`config.mk`:
```
export PLATFORM = sky130hd
export DESIGN_NAME = gpio_port
export DESIGN_NICKNAME = d
export VERILOG_FILES = /design/src/hdl/gpio_pkg.sv /design/src/hdl/pin_sync.sv /design/src/hdl/irq_edge.sv /design/src/hdl/gpio_port.sv
export SDC_FILE = /design/constraint.sdc
export NUM_CORES = 1
export LEC_CHECK = 0
export ABC_CLOCK_PERIOD_IN_PS = 7300
export BUFFER_PORTS_ARGS = -buffer_cell sky130_fd_sc_hd__buf_2
export CAP_MARGIN = 20
export CELL_PAD_IN_SITES_DETAIL_PLACEMENT = 1
export CELL_PAD_IN_SITES_GLOBAL_PLACEMENT = 2
export CORE_UTILIZATION = 33
export DETAILED_ROUTE_END_ITERATION = 10
export GPL_TIMING_DRIVEN = 0
export PLACE_DENSITY = 0.9
export SETUP_SLACK_MARGIN = 0.2
export SKIP_LAST_GASP = 1
export SYNTH_ARGS = -nofsm -noshare
export SYNTH_HDL_FRONTEND = slang
export SYNTH_SLANG_ARGS = --single-unit
```
`constraint.sdc`:
```
create_clock -name clk -period 7.3 [get_ports clk]
set_clock_uncertainty 0.1 [all_clocks]
set_input_delay 0.365 -clock clk [delete_from_list [all_inputs] [get_ports clk]]
set_output_delay 0.365 -clock clk [all_outputs]
set_load 0.03 [all_outputs]
```
`src/hdl/gpio_pkg.sv`:
```
// constants and carrier types for the eight-pin general-purpose port
// What this block does
// - eight pins, each input, interrupt input or output
// - bit X of the data, direction and option registers drives pin X
// - direction bit clear gives input, read returns pin
// - data write in input mode only updates latch
// - option bit picks floating/interrupt or open-drain/push-pull
// - each interrupt pin raises request, sensitivity held in the port's own SENS register
// - enabled group pins combine by NAND then invert
// - disabled pin forces detector input high
// - request latch hidden, cleared on vector fetch
// - direction bit set drives latch, read returns pin
// - latch 0 drives low, 1 high or floating
// - peripheral claim overrides direction and option
// - peripheral output forces output with its drive type
// - separately powered pins held low without rail
// - input pin with alternate output reads alternate value
// - output pin with alternate input feeds latch value
package gpio_pkg;
	localparam int unsigned PINS = 8;
	localparam logic [7:0] ADDR_DATA = 8'h00;
	localparam logic [7:0] ADDR_DIR = 8'h04;
	localparam logic [7:0] ADDR_OPT = 8'h08;
	localparam logic [7:0] ADDR_SENS = 8'h0C;
	localparam logic [7:0] ADDR_STAT = 8'h10;
	localparam logic [7:0] RESET_BYTE = 8'h00;
	localparam logic [1:0] SENS_RESET = 2'h0;
	localparam logic [1:0] RESP_OKAY = 2'h0;
	localparam logic [1:0] RESP_SLVERR = 2'h2;
	localparam logic [1:0] SENS_FALL_LOW = 2'h0;
	localparam logic [1:0] SENS_RISE = 2'h1;
	localparam logic [1:0] SENS_FALL = 2'h2;
	localparam logic [1:0] SENS_BOTH = 2'h3;

	// alternate function claim for the whole port, one bit per pin
	typedef struct packed {
		logic [7:0] claim;
		logic [7:0] is_out;
		logic [7:0] push_pull;
		logic [7:0] out_val;
	} alt_s;

	// pad drive, oe low means the pad is driven
	typedef struct packed {
		logic [7:0] out;
		logic [7:0] oe_n;
	} pad_s;
endpackage : gpio_pkg

```
`src/hdl/pin_sync.sv`:
```
// two-flop synchroniser for the pin inputs
`timescale 1ns/1ps
`default_nettype none
module pin_sync #(
	parameter int unsigned W = 8
) (
	input wire logic clk,
	input wire logic rst_n,
	input wire logic [W-1:0] d,
	output logic [W-1:0] q
);
	logic [W-1:0] meta_r;
	logic [W-1:0] meta_nxt;
	logic [W-1:0] q_r;
	logic [W-1:0] q_nxt;

	if (W == 0) begin : g_bad_width
		$error("width must be nonzero");
	end

	always_comb begin
		meta_nxt = d;
		q_nxt = meta_r;
	end

	always_ff @(posedge clk or negedge rst_n) begin
		if (!rst_n) begin
			meta_r <= '0;
			q_r <= '0;
		end else begin
			meta_r <= meta_nxt;
			q_r <= q_nxt;
		end
	end

	assign q = q_r;
endmodule : pin_sync
`default_nettype wire

```
`src/hdl/irq_edge.sv`:
```
// edge or level detector with a request latch cleared on vector fetch
`timescale 1ns/1ps
`default_nettype none
module irq_edge (
	input wire logic clk,
	input wire logic rst_n,
	input wire logic det_in,
	input wire logic [1:0] sens,
	input wire logic vector_fetch,
	output logic req
);
	logic prev_r;
	logic prev_nxt;
	logic req_r;
	logic req_nxt;
	logic hit;

	always_comb begin
		prev_nxt = det_in;
		hit = 1'b0;
		unique case (sens)
			gpio_pkg::SENS_FALL_LOW: hit = !det_in;
			gpio_pkg::SENS_RISE: hit = det_in && !prev_r;
			gpio_pkg::SENS_FALL: hit = !det_in && prev_r;
			gpio_pkg::SENS_BOTH: hit = det_in != prev_r;
		endcase
		// a new event in the fetch cycle wins over the clear
		req_nxt = hit | (req_r & ~vector_fetch);
	end

	always_ff @(posedge clk or negedge rst_n) begin
		if (!rst_n) begin
			// idle level high so the first compare sees no edge
			prev_r <= 1'b1;
			req_r <= 1'b0;
		end else begin
			prev_r <= prev_nxt;
			req_r <= req_nxt;
		end
	end

	assign req = req_r;
endmodule : irq_edge
`default_nettype wire

```
`src/hdl/gpio_port.sv`:
```
// eight-pin port with AXI4-Lite registers, alternate functions and external interrupt
`timescale 1ns/1ps
`default_nettype none
module gpio_port #(
	parameter int unsigned PINS = gpio_pkg::PINS,
	parameter logic [7:0] SUPPLY_PINS = 8'h00,
	parameter logic [7:0] GROUP_PINS = 8'hFF
) (
	input wire logic clk,
	input wire logic reset_n,
	input wire logic [7:0] s_axi_awaddr,
	input wire logic s_axi_awvalid,
	output logic s_axi_awready,
	input wire logic [31:0] s_axi_wdata,
	input wire logic [3:0] s_axi_wstrb,
	input wire logic s_axi_wvalid,
	output logic s_axi_wready,
	output logic [1:0] s_axi_bresp,
	output logic s_axi_bvalid,
	input wire logic s_axi_bready,
	input wire logic [7:0] s_axi_araddr,
	input wire logic s_axi_arvalid,
	output logic s_axi_arready,
	output logic [31:0] s_axi_rdata,
	output logic [1:0] s_axi_rresp,
	output logic s_axi_rvalid,
	input wire logic s_axi_rready,
	input wire logic [7:0] pin_in,
	output gpio_pkg::pad_s pad,
	input wire gpio_pkg::alt_s alt,
	output logic [7:0] alt_in,
	input wire logic io_supply_ok,
	input wire logic vector_fetch,
	output logic ext_irq
);
	logic rst_s1_r;
	logic rst_n_r;
	logic [7:0] pin_s;
	logic [7:0] data_r;
	logic [7:0] data_nxt;
	logic [7:0] dir_r;
	logic [7:0] dir_nxt;
	logic [7:0] opt_r;
	logic [7:0] opt_nxt;
	logic [1:0] sens_r;
	logic [1:0] sens_nxt;
	logic [7:0] aw_r;
	logic [7:0] aw_nxt;
	logic aw_ok_r;
	logic aw_ok_nxt;
	logic [31:0] wd_r;
	logic [31:0] wd_nxt;
	logic [3:0] ws_r;
	logic [3:0] ws_nxt;
	logic w_ok_r;
	logic w_ok_nxt;
	logic bvalid_r;
	logic bvalid_nxt;
	logic [1:0] bresp_r;
	logic [1:0] bresp_nxt;
	logic rvalid_r;
	logic rvalid_nxt;
	logic [31:0] rdata_r;
	logic [31:0] rdata_nxt;
	logic [1:0] rresp_r;
	logic [1:0] rresp_nxt;
	logic [7:0] eff_dir;
	logic [7:0] eff_pp;
	logic [7:0] eff_val;
	logic [7:0] irq_en;
	logic [7:0] rd_view;
	logic det_in;
	logic [7:0] pad_out_r;
	logic [7:0] pad_out_nxt;
	logic [7:0] pad_oe_n_r;
	logic [7:0] pad_oe_n_nxt;
	logic [7:0] alt_in_r;
	logic [7:0] alt_in_nxt;
	logic do_write;

	// pins above the parameter count are absent: never enabled, read as zero in the data register
	function automatic logic [7:0] used_mask(input int unsigned n);
		used_mask = 8'h00;
		for (int i = 0; i < gpio_pkg::PINS; i++) begin
			if (i < n) begin
				used_mask[i] = 1'b1;
			end
		end
	endfunction : used_mask

	localparam logic [7:0] USED = used_mask(PINS);

	if (PINS == 0 || PINS > gpio_pkg::PINS) begin : g_bad_pins
		$error("port holds one to eight pins");
	end
	if ((SUPPLY_PINS & ~USED) != 8'h00) begin : g_bad_supply
		$error("rail powered pins lie beyond the port width");
	end

	function automatic logic mapped(input logic [7:0] a);
		mapped = (a == gpio_pkg::ADDR_DATA) || (a == gpio_pkg::ADDR_DIR) ||
			(a == gpio_pkg::ADDR_OPT) || (a == gpio_pkg::ADDR_SENS) ||
			(a == gpio_pkg::ADDR_STAT);
	endfunction : mapped

	// registers sit in byte lane 0; the upper lanes read as zero, save status bit 8 (detector input)
	function automatic logic [31:0] lane0(input logic [7:0] b);
		lane0 = {24'h000000, b};
	endfunction : lane0

	// reset release through two flops
	always_ff @(posedge clk or negedge reset_n) begin
		if (!reset_n) begin
			rst_s1_r <= 1'b0;
			rst_n_r <= 1'b0;
		end else begin
			rst_s1_r <= 1'b1;
			rst_n_r <= rst_s1_r;
		end
	end

	pin_sync #(
		.W(8)
	) u_sync (
		.clk(clk),
		.rst_n(rst_n_r),
		.d(pin_in),
		.q(pin_s)
	);

	// pin configuration after peripheral override
	always_comb begin
		eff_dir = (dir_r & ~alt.claim) | (alt.claim & alt.is_out);
		eff_pp = (opt_r & ~alt.claim) | (alt.claim & alt.push_pull);
		eff_val = (data_r & ~(alt.claim & alt.is_out)) | (alt.claim & alt.is_out & alt.out_val);
		irq_en = ~dir_r & opt_r & ~alt.claim & GROUP_PINS & USED;
		// an input claimed for an alternate output reads the peripheral's value
		rd_view = (pin_s & ~(alt.claim & alt.is_out & ~dir_r)) |
			(alt.out_val & alt.claim & alt.is_out & ~dir_r);
		// input pins of the peripheral see the latch when the port is in output
		alt_in_nxt = (pin_s & ~dir_r) | (data_r & dir_r);
		// disabled pins look high, so one enabled low pin masks the group
		det_in = &(pin_s | ~irq_en);
	end

	always_comb begin
		pad_out_nxt = '0;
		pad_oe_n_nxt = '1;
		for (int i = 0; i < 8; i++) begin
			if (i < PINS && eff_dir[i]) begin
				if (!eff_val[i]) begin
					pad_out_nxt[i] = 1'b0;
					pad_oe_n_nxt[i] = 1'b0;
				end else if (eff_pp[i]) begin
					pad_out_nxt[i] = 1'b1;
					pad_oe_n_nxt[i] = 1'b0;
				end
			end
			// no rail: the pin is tied to ground whatever the configuration
			if (SUPPLY_PINS[i] && (!io_supply_ok || !rst_n_r)) begin
				pad_out_nxt[i] = 1'b0;
				pad_oe_n_nxt[i] = 1'b0;
			end
		end
	end

	irq_edge u_irq (
		.clk(clk),
		.rst_n(rst_n_r),
		.det_in(det_in),
		.sens(sens_r),
		.vector_fetch(vector_fetch),
		.req(ext_irq)
	);

	// AXI4-Lite slave: address and data taken in either order
	always_comb begin
		aw_nxt = aw_r;
		aw_ok_nxt = aw_ok_r;
		wd_nxt = wd_r;
		ws_nxt = ws_r;
		w_ok_nxt = w_ok_r;
		bvalid_nxt = bvalid_r;
		bresp_nxt = bresp_r;
		data_nxt = data_r;
		dir_nxt = dir_r;
		opt_nxt = opt_r;
		sens_nxt = sens_r;
		// the write waits for both halves, so a lone address never lands
		do_write = aw_ok_r && w_ok_r && !bvalid_r;
		if (s_axi_awvalid && s_axi_awready) begin
			aw_nxt = s_axi_awaddr;
			aw_ok_nxt = 1'b1;
		end
		if (s_axi_wvalid && s_axi_wready) begin
			wd_nxt = s_axi_wdata;
			ws_nxt = s_axi_wstrb;
			w_ok_nxt = 1'b1;
		end
		if (do_write) begin
			aw_ok_nxt = 1'b0;
			w_ok_nxt = 1'b0;
			bvalid_nxt = 1'b1;
			bresp_nxt = mapped(aw_r) ? gpio_pkg::RESP_OKAY : gpio_pkg::RESP_SLVERR;
			if (ws_r[0]) begin
				unique case (aw_r)
					// data writes always reach the latch, whatever the direction
					gpio_pkg::ADDR_DATA: data_nxt = wd_r[7:0];
					gpio_pkg::ADDR_DIR: dir_nxt = wd_r[7:0];
					gpio_pkg::ADDR_OPT: opt_nxt = wd_r[7:0];
					gpio_pkg::ADDR_SENS: sens_nxt = wd_r[1:0];
					default: ;
				endcase
			end
		end
		if (bvalid_r && s_axi_bready) begin
			bvalid_nxt = 1'b0;
		end
	end

	always_comb begin
		rvalid_nxt = rvalid_r;
		rdata_nxt = rdata_r;
		rresp_nxt = rresp_r;
		if (s_axi_arvalid && s_axi_arready) begin
			rvalid_nxt = 1'b1;
			rresp_nxt = mapped(s_axi_araddr) ? gpio_pkg::RESP_OKAY : gpio_pkg::RESP_SLVERR;
			unique case (s_axi_araddr)
				gpio_pkg::ADDR_DATA: rdata_nxt = lane0(rd_view & USED);
				gpio_pkg::ADDR_DIR: rdata_nxt = lane0(dir_r);
				gpio_pkg::ADDR_OPT: rdata_nxt = lane0(opt_r);
				gpio_pkg::ADDR_SENS: rdata_nxt = {30'h00000000, sens_r};
				gpio_pkg::ADDR_STAT: rdata_nxt = {23'h000000, det_in, eff_dir};
				default: rdata_nxt = 32'h00000000;
			endcase
		end else if (rvalid_r && s_axi_rready) begin
			rvalid_nxt = 1'b0;
		end
	end

	assign s_axi_awready = !aw_ok_r && !bvalid_r;
	assign s_axi_wready = !w_ok_r && !bvalid_r;
	// one read in flight: a new address waits until the answer is taken
	assign s_axi_arready = !rvalid_r;

	always_ff @(posedge clk or negedge rst_n_r) begin
		if (!rst_n_r) begin
			aw_r <= 8'h00;
			aw_ok_r <= 1'b0;
			wd_r <= 32'h00000000;
			ws_r <= 4'h0;
			w_ok_r <= 1'b0;
			bvalid_r <= 1'b0;
			bresp_r <= gpio_pkg::RESP_OKAY;
			rvalid_r <= 1'b0;
			rdata_r <= 32'h00000000;
			rresp_r <= gpio_pkg::RESP_OKAY;
			data_r <= gpio_pkg::RESET_BYTE;
			dir_r <= gpio_pkg::RESET_BYTE;
			opt_r <= gpio_pkg::RESET_BYTE;
			sens_r <= gpio_pkg::SENS_RESET;
		end else begin
			aw_r <= aw_nxt;
			aw_ok_r <= aw_ok_nxt;
			wd_r <= wd_nxt;
			ws_r <= ws_nxt;
			w_ok_r <= w_ok_nxt;
			bvalid_r <= bvalid_nxt;
			bresp_r <= bresp_nxt;
			rvalid_r <= rvalid_nxt;
			rdata_r <= rdata_nxt;
			rresp_r <= rresp_nxt;
			data_r <= data_nxt;
			dir_r <= dir_nxt;
			opt_r <= opt_nxt;
			sens_r <= sens_nxt;
		end
	end

	// pad drive registered; the raw reset forces rail-powered pins low at once, whatever io_supply_ok says
	always_ff @(posedge clk or negedge reset_n) begin
		if (!reset_n) begin
			pad_out_r <= 8'h00;
			pad_oe_n_r <= ~SUPPLY_PINS;
			alt_in_r <= 8'h00;
		end else begin
			pad_out_r <= pad_out_nxt;
			pad_oe_n_r <= pad_oe_n_nxt;
			alt_in_r <= alt_in_nxt;
		end
	end

	assign pad.out = pad_out_r;
	assign pad.oe_n = pad_oe_n_r;
	assign alt_in = alt_in_r;
	assign s_axi_bvalid = bvalid_r;
	assign s_axi_bresp = bresp_r;
	assign s_axi_rvalid = rvalid_r;
	assign s_axi_rdata = rdata_r;
	assign s_axi_rresp = rresp_r;
endmodule : gpio_port
`default_nettype wire

```
# Word-level counts from Yosys, hierarchy flattened
# Index checks and enable logic that the tools add are counted.
[op_classes] n_bitwise=29 reduce_logical=37 n_mux=60 n_eq_ne=12
[op_table] op="$and 8x8->8" n=15
[op_table] op="$mux 1" n=56
[op_table] op="$or 8x8->8" n=6
[op_table] op="$pmux 9 s5" n=1
[op_table] op="$not 8->8" n=5
[op_table] op="$eq 8x4->1 const B" n=4
[op_table] op="$eq 8x3->1 const B" n=2
[op_table] op="$eq 8x5->1 const B" n=2
[op_table] op="$logic_not 8->1" n=2
[op_table] op="$reduce_and 3->1" n=4
[op_table] op="$logic_and 1x1->1" n=11
[op_table] op="$logic_or 1x1->1" n=8
[op_table] op="$reduce_and 8->1" n=1
[op_table] op="$reduce_bool 2->1" n=4
[op_table] op="$logic_not 1->1" n=6
[op_table] op="$eq 2x2->1 const B" n=2
[op_table] op="$mux 2" n=2
[op_table] op="$pmux 1 s4" n=1
[op_table] op="$eq 2x1->1 const B" n=1
[op_table] op="$logic_not 2->1" n=1
[op_table] op="$and 1x1->1" n=1
[op_table] op="$ne 1x1->1" n=1
[op_table] op="$not 1->1" n=1
[op_table] op="$or 1x1->1" n=1
[totals] elab_cells=161 regBits=127

# Logic depth before layout (Yosys ltp)
[logic_depth] depth_word=10 mapped_depth=9

# By module
# A second synthesis with hierarchy kept.
[hier_totals] cells_unflattened=387 area_unflattened_um2=4630.7
[by_module_without_submodules] mod="gpio_port" cells_per_inst=361 seq_area_each_um2=2112.0 area_per_inst_um2=4108.9 n_inst=1
[by_module_without_submodules] mod="pin_sync" cells_per_inst=16 seq_area_each_um2=400.4 area_per_inst_um2=400.4 n_inst=1
[by_module_without_submodules] mod="irq_edge" cells_per_inst=10 seq_area_each_um2=51.3 area_per_inst_um2=121.4 n_inst=1

# Least setup slack after synthesis
# Ideal clock, no wire load.
[synth_timing] kind="register to register" start="register bvalid_r, in the netlist s_axi_bvalid" end="register wd_r[0]" n_path_buf=1 setup_ns=0.125 t_required_ns=7.075 t_arrival_ns=1.864 setup_slack_ns=5.211 period_less_slack_ns=2.089 stages_incl_launch_ff=5 cell_sequence="dfrtp_1 nor2_1 and2_1 clkbuf_1 mux2_2"
[synth_between] elab_chain_cells=3
[synth_rtl] element="start: declaration" line="gpio_port.sv:57" rtl="logic bvalid_r;"
[synth_rtl] element="start signal: assignment" line="gpio_port.sv:268" rtl="bvalid_r <= bvalid_nxt;"
[synth_rtl] element="$logic_not 1->1" line="gpio_port.sv:242" rtl="assign s_axi_wready = !w_ok_r && !bvalid_r;"
[synth_rtl] element="$logic_and 1x1->1" line="gpio_port.sv:242"
[synth_rtl] element="via s_axi_wready" line="gpio_port.sv:17" rtl="output logic s_axi_wready,"
[synth_rtl] element="$logic_and 1x1->1" line="gpio_port.sv:195" rtl="if (s_axi_wvalid && s_axi_wready) begin"
[synth_rtl] element="end signal: assignment" line="gpio_port.sv:265" rtl="wd_r <= wd_nxt;"
[synth_rtl] element="end: declaration" line="gpio_port.sv:51" rtl="logic [31:0] wd_r;"
# The timed path passes the listed nets, and every way through them passes these cells.
# A chain may end at the register's enable or synchronous reset.

# Worst setup path in the final report
[layout_timing] start="register aw_r[0]" end="register data_r[7]"
[layout_between] elab_chain_cells=2
[layout_rtl] element="start: declaration" line="gpio_port.sv:47" rtl="logic [7:0] aw_r;"
[layout_rtl] element="start signal: assignment" line="gpio_port.sv:263" rtl="aw_r <= aw_nxt;"
[layout_rtl] element="$logic_not 8->1" line="gpio_port.sv:206" rtl="unique case (aw_r)"
[layout_rtl] element="$reduce_and 3->1 (no line)"
[layout_rtl] element="end signal: assignment" line="gpio_port.sv:258" rtl="data_r <= gpio_pkg::RESET_BYTE;"
[layout_rtl] element="end signal: assignment" line="gpio_port.sv:273" rtl="data_r <= data_nxt;"
[layout_rtl] element="end: declaration" line="gpio_port.sv:39" rtl="logic [7:0] data_r;"
# No other way between the ends.

==> flow_summary.json <==
{
  "via_per_inst": 4.833,
  "power_switching_share": 0.3081,
  "yosysWarningCount": 0,
  "utilization": 0.4267,
  "powerDensity_nw_per_um2": 286.1,
  "ys_seq_elements": 102,
  "post-dp-hpwl_um": 9002,
  "fin_crit_sh": 0.3268,
  "synthDistinctLibCells": 41,
  "crit_type": "register to register",
  "nets": 637,
  "timing.setup.tns_ns": 0,
  "postCtsHoldBufs": 1,
  "wirelength_um": 12040,
  "h-tree-depth": 3,
  "async_flop_share": 1.000,
  "finalPower_mw": 1.688,
  "rsz0062_at_grt": "no",
  "io-pin-count": 167,
  "startpoint_type": "register",
  "power.net_switching_mw": 0.5202,
  "end_kind": "register",
  "area_delta_synth_final_pct": 26.20,
  "place_ws_ns": 4.822,
  "maxCapViolCount": 0,
  "cp.arrival_ns": 2.51,
  "worstSetupStartpoint": "aw_r[0]",
  "grt_pass1_vias": 3551,
  "core_um2": 13830,
  "antennaDiodeCount": 0,
  "path_cells": "or4_4 -> nor4_4 -> nand2_2 -> mux2_2",
  "grt_overflow": 0,
  "grt_pass1_wl_um": 19250,
  "cp.required_ns": 7.43,
  "ff2ff_path_depth": 4,
  "clk_latency_ns": 0.34,
  "p_clk_frac": 0.322,
  "drive_gt1_frac": 0.4019,
  "slowest_stage": "or4_4",
  "hold_path.class": "primary input to register",
  "gp_congestion": 0.7534,
  "vias": 3480,
  "finalMaxSlewViolations": 0,
  "fillCellCount": 1555,
  "path_max_fanout": 8,
  "cts_made_buffers": 9,
  "cts_resized": 0,
  "period_needed_ns": 2.385,
  "ir_drop_mv": 0.2086,
  "drt_iter0_markers": 118,
  "cts_tree": "yes",
  "setup_viol": 0,
  "dieArea_um2": 14650,
  "syn_inst": 392,
  "reg2reg_from": "aw_r[0]",
  "yosys-top-cells-area": "dfrtp_1 (50%), mux2_2 (13%), dfstp_2 (5.1%), buf_4 (4.0%), mux2i_1 (3.0%)",
  "p_leak_nw": 2.838,
  "die_x_um": 121.0,
  "relSlewSlack": 0.3560,
  "root_buffer": "clkbuf_16",
  "drt_pass1_iterations": 4,
  "cts_buffer_depth": 2,
  "wire_per_inst_um": 16.72,
  "slowest_delay_ns": 0.57,
  "num_rows": 43,
  "ys.flop_type": "dfrtp_1",
  "seq_area_frac_synth": 0.5483,
  "fmax_mhz": 419.2,
  "post-synth-top-area-cell": "dfrtp_1",
  "antenna_found_initial": 0,
  "reg2reg_slack_ns": 4.91,
  "synth_top_area_share": 0.4977,
  "seqPwrFrac": 0.455,
  "layout_setup_ws_ns": 4.915,
  "tightestPinTransition_ns": 0.9530,
  "hold_viol_final": 0,
  "postSynthAreaPerCell_um2": 11.93,
  "initial_core_util": 0.3382,
  "fp.dieH_um": 121.0,
  "cts_setup_buffers": 0,
  "cts_num_sinks": 102,
  "status": "complete, no violations",
  "io_buffers": 106,
  "power_frac_comb": 0.223,
  "synth-edff-count": 0,
  "ant_nets": 0,
  "setup.worst_path.end": "data_r[7]",
  "drc": 0,
  "syn_area_um2": 4676,
  "p_int_mw": 1.168,
  "r2r-end": "data_r[7]",
  "grt_use_total": 0.1753,
  "grt_max_degree": 44,
  "clk_pin_slew_worst_paths_ns": 0.07
}
[cells in the final DEF (no fill, tap or decap), types with 9 or more instances in the layout]
cell / n
buf_2: 106
dfrtp_1: 92
mux2_2: 54
nor2_1: 27
conb_1: 26
buf_4: 25
o21ai_0: 16
mux2i_1: 14
inv_1: 13
clkbuf_1: 12
nand2_1: 12
a21oi_1: 12
nor4b_1: 10
nand2b_1: 10
a31oi_1: 10
nand3b_1: 9
clkbuf_16: 9
dfstp_2: 9
[cell usage after synthesis, drive strengths merged (2+ instances only)]
master and count:
nand4 8, and2 2, nor4b 10, inv 13, o2bb2ai 5, a32oi 2, buf 25, nor3 3
dfrtp 93, clkbuf 12, o31ai 3, a211o 5, dfstp 9, nor2b 6, nor2 27, nand2 13
and3 2, nand4b 5, a21o 2, nand3b 11, nand3 5, nor4 3, conb 2, nand2b 10
or4 3, mux2 54, a21oi 12, mux2i 14, o21ai 16, a31oi 10
[worst max-delay path: cells and delay by family, from the launching register on]
| family | cells | cell delay [ns] |
|---|---|---|
| AND/OR/NAND/NOR | 3 | 1.42 |
| flip-flops | 1 | 0.39 |
| multiplexers | 1 | 0.36 |
[per-layer routing]
metal,vias up,share of wire,GRT usage
met5,-,0,0
met2,91,0.50,0.2946
met4,0,0.014,0.06173
li1,1648,-,-
met3,12,0.049,0.03430
met1,1729,0.44,0.2241
[logic make-up after synthesis]
family | after synthesis | share of synthesized area
AND/OR/NAND/NOR | 111 | 0.1480
flip-flops | 102 | 0.5483
multiplexers | 68 | 0.1600
AO/OA/AOI/OAI | 58 | 0.07921
buffers and inverters | 50 | 0.06021
other | 2 | 0.001606
adder cells (fa/ha/maj) | 1 | 0.002676
[flip-flops by register name, summed over array words and instances (netlist names), 2 cells and up]
register / cells
s_axi_rdata: 9
alt_in: 8
aw_r: 8
data_r: 8
dir_r: 8
opt_r: 8
pad_oe_n_r: 8
pad_out_r: 8
u_sync.meta_r: 8
u_sync.q: 8
wd_r: 8
sens_r: 2
[per-stage QoR]
step           hold WS, ns  instance area (um2)  cells
2_1_floorplan     -0.03059                 4766    416
3_3_place_gp        0.2328                 5522    702
3_5_place_dp        0.2097                 5553    703
4_1_cts           0.005981                 5901    720
5_1_grt           0.009678                 5901    720
6_report           0.02011                 5901    720
[how the worst min path moves through the flow]
stage,start,to,depth (start not counted),slack [ns]
2_1_floorplan,reset_n,alt_in[0],0,-0.03
3_3_place_gp,u_sync.meta_r[6],u_sync.q[6],0,0.23
3_5_place_dp,rst_n_r,data_r[4],0,0.21
4_1_cts,pin_in[4],u_sync.meta_r[4],1,0.006
5_1_grt,pin_in[4],u_sync.meta_r[4],1,0.01
6_report,pin_in[4],u_sync.meta_r[4],1,0.02
[layout make-up]
class	count	area, um2	share of cell area
buffer	37	232.7	0.03944
clock buffer	9	225.2	0.03817
clock inverter	7	112.6	0.01908
inverter	13	48.80	0.008270
multi-input combinational	264	1921	0.3255
sequential	102	2567	0.4351
tap	180	225.2	0.03817
timing repair buffer	108	568.0	0.09627
[power groups by stage]
stage,registers (mW),clock network (mW),logic (mW)
after floorplan,0.806,0,0.218
final,0.768,0.543,0.377
after CTS,0.769,0.557,0.384
after detailed placement,0.780,0,0.381
after global routing,0.786,0.579,0.411
after global placement,0.772,0,0.357
Power figures use the tool's default switching activity.
